## src/design/hpic_pkg.sv

```systemverilog
// Package with constants and carrier types for the host port interrupt and buffer control.
package hpic_pkg;

  localparam logic [2:0] HPIC_SYNC_RST  = 3'h7;
  localparam logic       HPIC_PIN_IDLE  = 1'h1;
  localparam logic       HPIC_XCVR_IDLE = 1'h1;
  localparam logic       HPIC_ACK_IDLE  = 1'h1;
  localparam int         HPIC_STEER_A   = 0;

  typedef enum logic [1:0] {
    HPIC_IDLE = 2'h0,
    HPIC_BUSY = 2'h1,
    HPIC_DONE = 2'h3
  } hpic_state_t;

  typedef struct packed {
    logic status_irq_bit;
    logic data_avail_irq_bit;
    logic host_irq_global_en;
    logic irq_pin_steer;
    logic irq_b_dir_ctl_wr;
    logic irq_b_dir_ctl_val;
    logic fifo_dma_en_n;
    logic merged_dma_req_en;
    logic fifo_mode;
  } hpic_ctl_t;

  typedef struct packed {
    logic       fifo_flag;
    logic       fifo_flag_en;
    logic       dma_rdy_in;
    logic       dma_rdy_out;
  } hpic_fifo_t;

endpackage : hpic_pkg

```

## src/design/hpic_sync.sv

```systemverilog
// Three-stage pin synchroniser with agreement of the last two stages.
`timescale 1ns/100ps
module hpic_sync
  import hpic_pkg::*;
(
  // Clock and reset
  input  wire logic mclk,
  input  wire logic nrst,
  // Pin and result
  input  wire logic pin,
  output logic      level,
  output logic      rise
);

  typedef struct packed {
    logic [2:0] sh;
    logic       lvl;
    logic       rs;
  } hpic_sync_st_t;

  hpic_sync_st_t s_q;
  hpic_sync_st_t s_d;

  always_comb begin
    s_d    = s_q;
    s_d.sh = {s_q.sh[1:0], pin};
    s_d.rs = 1'b0;
    // Only the second and third stages are compared; the first feeds the second alone.
    if (s_q.sh[1] == s_q.sh[2] && s_q.sh[2] != s_q.lvl) begin
      s_d.lvl = s_q.sh[2];
      s_d.rs  = s_q.sh[2];
    end
  end

  always_ff @(posedge mclk) begin
    if (!nrst) begin
      // Reset to the idle high level of the pins, so that release of reset shows no false edge.
      s_q <= '{sh: HPIC_SYNC_RST, lvl: HPIC_PIN_IDLE, rs: 1'b0};
    end else begin
      s_q <= s_d;
    end
  end

  assign level = s_q.lvl;
  assign rise  = s_q.rs;

endmodule : hpic_sync

```

## src/design/hpic_top.sv

```systemverilog
// Host port side-band logic: host interrupts, pin B modes, transceiver and acknowledge.
`timescale 1ns/100ps
// Operation
// - Writing status or data-available interrupt bit sets a pending host interrupt.
// - An enabled active FIFO status flag also sets a pending interrupt.
// - Global enable gates both host interrupt pins.
// - Pin A low when pending, enabled and steer is 0.
// - Pin B low when pending, enabled and steer is 1.
// - Direction bit 0 makes pin B an input.
// - Rising edge on input pin B sets inbound flag and internal interrupt.
// - Direction bit loads the strap value on the first clock after reset release; reset itself clears it to 0.
// - FIFO mode with FIFO DMA enabled and merge bit drives ORed DMA ready high on pin B.
// - Merge bit returns address lines 14 and 13 to shared RAM addressing.
// - Transceiver direction high for device-to-host, low for host-to-device.
// - Transceiver enable low while a transfer is in progress.
// - Acknowledge after access; host releases select and keeps address valid (hpic_host inverts the address each clock while acknowledge is low).
// - FIFO DMA enabled when active-low DMA enable bit is 0.
// - Top address bit low selects shared RAM, high selects port registers.
// - Read/write line high reads on normal cycles; reversed on DMA cycles.
module hpic_top
  import hpic_pkg::*;
(
  // Clock and reset
  input  wire logic        mclk,
  input  wire logic        nrst,
  // Strap sampled after reset
  input  wire logic        irq_b_dir_strap,
  // Internal processor control
  input  wire hpic_ctl_t   ctl,
  input  wire logic        irq_clear,
  input  wire logic        inbound_clear,
  input  wire hpic_fifo_t  fifo,
  // Host bus pins
  input  wire logic        host_cs_n,
  input  wire logic        host_rw_n,
  input  wire logic        host_dma_cyc,
  input  wire logic [16:0] host_addr,
  input  wire logic        access_done,
  // Pin B three signals
  input  wire logic        host_irq_b_in,
  output logic             host_irq_b_out,
  output logic             host_irq_b_oe,
  // Other outputs
  output logic             host_irq_a_n,
  output logic             inbound_irq_flag,
  output logic             cpu_irq,
  output logic             irq_b_dir_ctl,
  output logic             addr_14_13_ram,
  output logic             ram_sel,
  output logic             reg_sel,
  output logic             host_is_read,
  output logic             xcvr_dir,
  output logic             xcvr_en_n,
  output logic             host_ack_n
);

  typedef struct packed {
    logic        strap_done;
    logic        dir;
    logic        pend;
    logic        a_n;
    logic        b_out;
    logic        b_oe;
    logic        inb;
    logic        cirq;
    logic        a1413;
    logic        ram;
    logic        regs;
    logic        rd;
    logic        xdir;
    logic        xen_n;
    logic        ack_n;
    hpic_state_t st;
  } hpic_top_st_t;

  hpic_top_st_t s_q;
  hpic_top_st_t s_d;
  logic         b_lvl;
  logic         b_rise;
  logic         cs_lvl;
  logic         fifo_dma;
  logic         merged;
  logic         fire;

  hpic_sync u_sync_b (
    .mclk  (mclk),
    .nrst  (nrst),
    .pin   (host_irq_b_in),
    .level (b_lvl),
    .rise  (b_rise)
  );

  hpic_sync u_sync_cs (
    .mclk  (mclk),
    .nrst  (nrst),
    .pin   (host_cs_n),
    .level (cs_lvl),
    .rise  ()
  );

  always_comb begin
    fifo_dma = ~ctl.fifo_dma_en_n;
    merged   = ctl.fifo_mode & fifo_dma & ctl.merged_dma_req_en;
    fire     = s_q.pend & ctl.host_irq_global_en;
    s_d      = s_q;
    s_d.cirq = 1'b0;
    // The strap is caught by a clocked step after reset release, never by the reset itself.
    if (!s_q.strap_done) begin
      s_d.strap_done = 1'b1;
      s_d.dir        = irq_b_dir_strap;
    end else if (ctl.irq_b_dir_ctl_wr) begin
      s_d.dir = ctl.irq_b_dir_ctl_val;
    end
    // Set wins over clear so a late event is not lost.
    if (irq_clear) begin
      s_d.pend = 1'b0;
    end
    if (ctl.status_irq_bit || ctl.data_avail_irq_bit) begin
      s_d.pend = 1'b1;
    end
    if (fifo.fifo_flag && fifo.fifo_flag_en) begin
      s_d.pend = 1'b1;
    end
    s_d.a_n = ~(fire && (int'(ctl.irq_pin_steer) == HPIC_STEER_A));
    if (merged) begin
      s_d.b_oe  = 1'b1;
      s_d.b_out = fifo.dma_rdy_in | fifo.dma_rdy_out;
    end else if (!s_q.dir) begin
      s_d.b_oe  = 1'b0;
      s_d.b_out = HPIC_PIN_IDLE;
    end else begin
      s_d.b_oe  = 1'b1;
      s_d.b_out = ~(fire && ctl.irq_pin_steer);
    end
    if (inbound_clear) begin
      s_d.inb = 1'b0;
    end
    if (!s_q.dir && !merged && b_rise) begin
      s_d.inb  = 1'b1;
      s_d.cirq = 1'b1;
    end
    s_d.a1413 = ctl.merged_dma_req_en;
    s_d.ram   = ~host_addr[16];
    s_d.regs  = host_addr[16];
    s_d.rd    = host_dma_cyc ? ~host_rw_n : host_rw_n;
    s_d.xdir  = s_d.rd;
    case (s_q.st)
      HPIC_IDLE: begin
        if (!cs_lvl) begin
          s_d.st    = HPIC_BUSY;
          s_d.xen_n = 1'b0;
        end
      end
      HPIC_BUSY: begin
        if (access_done) begin
          s_d.st    = HPIC_DONE;
          s_d.xen_n = HPIC_XCVR_IDLE;
          s_d.ack_n = 1'b0;
        end
      end
      HPIC_DONE: begin
        if (cs_lvl) begin
          s_d.st    = HPIC_IDLE;
          s_d.ack_n = HPIC_ACK_IDLE;
        end
      end
      default: begin
        s_d.st = HPIC_IDLE;
      end
    endcase
  end

  always_ff @(posedge mclk) begin
    if (!nrst) begin
      s_q <= '{strap_done: 1'b0, dir: 1'b0, pend: 1'b0, a_n: HPIC_PIN_IDLE,
               b_out: HPIC_PIN_IDLE, b_oe: 1'b0, inb: 1'b0, cirq: 1'b0, a1413: 1'b0,
               ram: 1'b0, regs: 1'b0, rd: 1'b0, xdir: 1'b0, xen_n: HPIC_XCVR_IDLE,
               ack_n: HPIC_ACK_IDLE, st: HPIC_IDLE};
    end else begin
      s_q <= s_d;
    end
  end

  assign host_irq_a_n     = s_q.a_n;
  assign host_irq_b_out   = s_q.b_out;
  assign host_irq_b_oe    = s_q.b_oe;
  assign inbound_irq_flag = s_q.inb;
  assign cpu_irq          = s_q.cirq;
  assign irq_b_dir_ctl    = s_q.dir;
  assign addr_14_13_ram   = s_q.a1413;
  assign ram_sel          = s_q.ram;
  assign reg_sel          = s_q.regs;
  assign host_is_read     = s_q.rd;
  assign xcvr_dir         = s_q.xdir;
  assign xcvr_en_n        = s_q.xen_n;
  assign host_ack_n       = s_q.ack_n;

  AST_GATE_A: assert property (@(posedge mclk) disable iff (!nrst)
    !host_irq_a_n |-> $past(ctl.host_irq_global_en)) else $error("Pin A without enable.");
  AST_PIN_A: assert property (@(posedge mclk) disable iff (!nrst)
    !host_irq_a_n |-> $past(s_q.pend) && !$past(ctl.irq_pin_steer))
    else $error("Pin A low without steer 0.");
  AST_PIN_B: assert property (@(posedge mclk) disable iff (!nrst)
    host_irq_b_oe && !host_irq_b_out && !$past(merged) |-> $past(ctl.irq_pin_steer))
    else $error("Pin B low without steer 1.");
  AST_DIR_IN: assert property (@(posedge mclk) disable iff (!nrst)
    s_q.strap_done && !irq_b_dir_ctl && !merged |=> !host_irq_b_oe)
    else $error("Pin B driven as input.");
  AST_INB: assert property (@(posedge mclk) disable iff (!nrst)
    b_rise && !s_q.dir && !merged |=> inbound_irq_flag && cpu_irq)
    else $error("Rising edge lost.");
  AST_SET: assert property (@(posedge mclk) disable iff (!nrst)
    ctl.status_irq_bit |=> s_q.pend) else $error("Pending not set.");
  AST_MERGE: assert property (@(posedge mclk) disable iff (!nrst)
    merged && fifo.dma_rdy_out |=> host_irq_b_oe && host_irq_b_out)
    else $error("Merged request missing.");
  AST_ACK: assert property (@(posedge mclk) disable iff (!nrst)
    s_q.st == HPIC_BUSY && access_done |=> !host_ack_n && xcvr_en_n)
    else $error("Acknowledge missing.");
  AST_RW: assert property (@(posedge mclk) disable iff (!nrst)
    host_dma_cyc && host_rw_n |=> !host_is_read) else $error("DMA direction wrong.");

endmodule : hpic_top

```

## config.mk

```make
export PLATFORM = sky130hd
export DESIGN_NAME = hpic_top
export DESIGN_NICKNAME = d
export VERILOG_FILES = /design/src/design/hpic_pkg.sv /design/src/design/hpic_sync.sv /design/src/design/hpic_top.sv
export SDC_FILE = /design/constraint.sdc
export NUM_CORES = 1
export LEC_CHECK = 0
export ABC_AREA = 1
export BUFFER_PORTS_ARGS = -buffer_cell sky130_fd_sc_hd__buf_2
export CORE_ASPECT_RATIO = 1.1
export CORE_MARGIN = 2
export CORE_UTILIZATION = 43
export CTS_BUF_LIST = sky130_fd_sc_hd__clkbuf_8
export DETAILED_ROUTE_END_ITERATION = 7
export GPL_ROUTABILITY_DRIVEN = 0
export PLACE_DENSITY = 0.84
export SLEW_MARGIN = 25
export SYNTH_ARGS = -nofsm -noshare
export SYNTH_HDL_FRONTEND = slang
export SYNTH_SLANG_ARGS = --single-unit
```

## constraint.sdc

```tcl
create_clock -name mclk -period 1.2 [get_ports mclk]
set_clock_uncertainty 0.2 [all_clocks]
set_input_delay 0.06 -clock mclk [delete_from_list [all_inputs] [get_ports mclk]]
set_output_delay 0.06 -clock mclk [all_outputs]
set_load 0.01 [all_outputs]
```

==> results.txt <==
The number of filler instances in the final layout came out at 136. After detailed routing, the total wire length is 2430 um. The number of antenna-violating nets in the routed design came out at 0. The initial core utilization is 44.4%.

The register with the most flip-flops in the final layout is s_q. The footprint of the multi-input gates is 283 sq um. The synthesized cell area came out at 868 sq um. The maximum level of the CTS H-tree is 1. Setup violations remaining at the end of the flow were counted as 0.

The vertical die dimension came out at 51.1 um. The kind of cell with the highest combined delay along the critical path is buffers and inverters. The post-route minimum period came out at 1.10 ns.

In this run the tightest slew margin relative to its limit is 88.1%. The finished layout holds 195 standard cells, fillers aside. The timing-limited maximum frequency is 0.911 GHz. The iteration count of the initial detailed-routing pass came out at 4.

The run finished with clean final reports. After detailed routing, the number of remaining DRC violations is 0. By area the synthesized netlist is led by sky130_fd_sc_hd__dfxtp_1 58%, sky130_fd_sc_hd__nand2_1 11%, sky130_fd_sc_hd__inv_1 6.9%, sky130_fd_sc_hd__nand3_1 5.2%, sky130_fd_sc_hd__nor2_1 3.9%. The number of buffers inserted by port buffering is 36.

The TritonCTS buffer count came out at 3. The worst register-to-register path begins at s_q[0]$_SDFFE_PN0P_. The initial antenna violation count came out at 0.

The count of nets after finishing came out at 208. The critical path startpoint category is a primary input. The library cell used as clock root buffer is sky130_fd_sc_hd__clkbuf_8. The synthesis-to-finish area growth came out at 57.2%.

The hold-critical path endpoint is s_q[16]$_DFF_P_. The biggest area contributor in the post-synthesis netlist is sky130_fd_sc_hd__dfxtp_1. The number of nets produced by synthesis is 146. The arrival time of the worst setup path is 1.06 ns. The clock net sink count came out at 25. The worst min-delay path category is in -> reg. The overall fraction of global-route tracks in use is 23.3%. The distinct cell type count of the synthesized netlist is 14. The final sum of negative setup slack came out at 0 ns. The top-area cell type share of the netlist area came out at 57.6%. The worst setup path is captured at a flip-flop.

The total die area is 2400 sq um. Clock-pin slew was measured on the worst setup and hold paths at 0.08 ns. The final critical path takes up 91.5% of the cycle.

The wire length of the first global-routing pass is 3850 um. Setup repair after global routing left no endpoint under its margin. The launch instance of the worst min-delay path is nrst.

For this design, the slowest cell found on the critical path is sky130_fd_sc_hd__dlygate4sd3_1. The transition time at the pin with the least slew margin is 0.177 ns. For flop-to-flop paths, the worst setup slack is 0.18 ns.

The width of the chip came out at 46.8 um. The clock insertion delay at the later pin of the skew report came out at 0.27 ns. TritonCTS built the clock tree. The register with the most flip-flops in the layout has 4 of them. The area inside the core boundary is 1960 sq um.

In this run the deepest clock path goes through 2 buffers. The final number of hold-violating endpoints came out at 0. The max-cap check violation count is 0. The logic depth of the worst setup path including buffers is 6. In the final routed layout, each cell accounts on average for 12.5 um. The worst setup path is of the in -> reg kind. The average footprint of a synthesized cell is 8.19 sq um.

The via density per instance came out at 4.77. The cell count of the worst hold path came out at 3. The total power of the final layout is 1.56 mW. The number of violations reported at the end of detailed-routing iteration 0 is 27. The peak supply drop came out at 0.000705 V.

The cell area after layout came out at 1370 sq um. Walking the worst path, the cells encountered are dlygate4sd3_1, buf_2, inv_1, nand3_1, nand3b_1, nand2_1. The worst register-to-register path ends at host_ack_n$_SDFFE_PN1P_. The pin count of the biggest net entering global routing came out at 15. STA puts the critical path data required time at 1.17 ns.

The via count is 930. Together, buffers and inverters on the worst path number 3. After legalization and detailed placement, the total HPWL measured 1270 um. The repair_antennas step left the layout with diodes totalling 0. The number of cells traversed by the worst register-to-register path is 3. The number of top-level design ports came out at 53. Along the worst path, the maximum fanout reaches 2. The total cell area at the placement stage came out at 1060 sq um. The max-slew violation total from the final report is 0. The number of global-route vias before repair came out at 916. The cell total after placement is 168. The post-route netlist has 27.5% of its cells at a drive strength greater than 1.

Power spread over the standard cell area amounts to 1140 nW/um^2. The footprint of the flip-flops and latches came out at 500 sq um. The total leakage power is 0.711 nW. The proportion of synthesized chip area in sequential cells came out at 57.6%. The count of state elements after synthesis came out at 25. The count of warnings emitted by yosys came out at 0.

The number of instances in the synthesized netlist is 106. The floorplan has 17 rows. The highest cell delay on the worst timing path came out at 0.53 ns.

The remaining global-route overflow is 0.
-- through the flow --
stage,utilization [%],setup slack [ns],hold WS (ns)
final,69.8,0.102,0.0719
after CTS,68.5,0.0381,0.224
after detailed placement,54.4,0.188,0.0392
after floorplan,-,0.264,-0.112
after global routing,69.8,0.0256,0.0818
after global placement,54.4,0.229,0.0350
-- final cells by class --
class / instances / share of cell area, %
sequential: 25 / 36.7
clock inverter: 1 / 0.367
tap: 28 / 2.57
inverter: 17 / 4.86
multi-input combinational: 61 / 20.7
clock buffer: 3 / 3.02
timing repair buffer: 60 / 31.8
-- cell families after synthesis --
group | count (synthesis) | share of synthesized area (%)
AND/OR/NAND/NOR | 52 | 26.4
flip-flops | 25 | 57.6
buffers and inverters | 20 | 10.4
AO/OA/AOI/OAI | 8 | 4.61
XOR/XNOR | 1 | 1.01
-- timing repair --
action | 4_1_cts | 5_1_grt
endpoints found under the hold margin | 19 | 0
resized for setup | 0 | 8
hold buffers | 23 | 0
buffers inserted | 0 | 0
setup endpoints to repair | 0 | 4
-- worst reg2reg max path: stages, from the launching register on --
cell and delay, ns:
sky130_fd_sc_hd__dfxtp_1 0.42, sky130_fd_sc_hd__nand3_1 0.16, sky130_fd_sc_hd__nand2_1 0.08, sky130_fd_sc_hd__nand3_1 0.06
-- cells in the final DEF, fill, tap and decap left out --
cell / count
sky130_fd_sc_hd__clkbuf_8: 3
sky130_fd_sc_hd__nand3_1: 9
sky130_fd_sc_hd__xnor2_1: 1
sky130_fd_sc_hd__inv_1: 16
sky130_fd_sc_hd__nor2_2: 2
sky130_fd_sc_hd__inv_4: 1
sky130_fd_sc_hd__or2_2: 2
sky130_fd_sc_hd__buf_2: 35
sky130_fd_sc_hd__nor2_1: 7
sky130_fd_sc_hd__dfxtp_1: 25
sky130_fd_sc_hd__or2_1: 4
sky130_fd_sc_hd__clkinv_2: 1
sky130_fd_sc_hd__o21ai_0: 4
sky130_fd_sc_hd__nand2_1: 26
sky130_fd_sc_hd__dlygate4sd3_1: 22
sky130_fd_sc_hd__buf_6: 1
sky130_fd_sc_hd__nand3b_1: 2
sky130_fd_sc_hd__dlymetal6s4s_1: 1
sky130_fd_sc_hd__a21oi_1: 4
sky130_fd_sc_hd__buf_8: 1
-- cell usage after synthesis --
cell type / n
sky130_fd_sc_hd__nand2_1: 26
sky130_fd_sc_hd__dfxtp_1: 25
sky130_fd_sc_hd__inv_1: 16
sky130_fd_sc_hd__nand3_1: 9
sky130_fd_sc_hd__nor2_1: 9
sky130_fd_sc_hd__a21oi_1: 4
sky130_fd_sc_hd__o21ai_0: 4
sky130_fd_sc_hd__or2_1: 4
sky130_fd_sc_hd__buf_4: 2
sky130_fd_sc_hd__nand3b_1: 2
sky130_fd_sc_hd__or2_2: 2
sky130_fd_sc_hd__buf_6: 1
sky130_fd_sc_hd__inv_2: 1
sky130_fd_sc_hd__xnor2_1: 1
-- power by group --
group	switching [mW]	total, mW	internal [mW]
sequential	0.0111	0.868	0.857
combinational	0.0851	0.201	0.116
clock	0.255	0.487	0.232
-- routing by layer --
| layer | part of all wire (%) | track usage (%) | vias to the layer above |
|---|---|---|---|
| met5 | 0 | 0 | - |
| li1 | - | - | 441 |
| met1 | 37 | 22.7 | 434 |
| met3 | 4.3 | 4.95 | 15 |
| met2 | 53 | 40.9 | 40 |
| met4 | 5.0 | 16.7 | 0 |
-- how the worst max path moves through the flow --
stage / from / endpoint / slack, ns
floorplan: s_q[0]$_SDFFE_PN0P_ / xcvr_en_n$_SDFFE_PN1P_ / 0.26
global placement: s_q[0]$_SDFFE_PN0P_ / xcvr_en_n$_SDFFE_PN1P_ / 0.23
detailed placement: s_q[0]$_SDFFE_PN0P_ / host_ack_n$_SDFFE_PN1P_ / 0.19
CTS: nrst / inbound_irq_flag$_SDFFE_PN0P_ / 0.04
global route: ctl[1] / host_irq_b_out$_SDFF_PN1_ / 0.03
finish: ctl[2] / inbound_irq_flag$_SDFFE_PN0P_ / 0.10
Note: power is estimated with default switching activity, not from simulation.
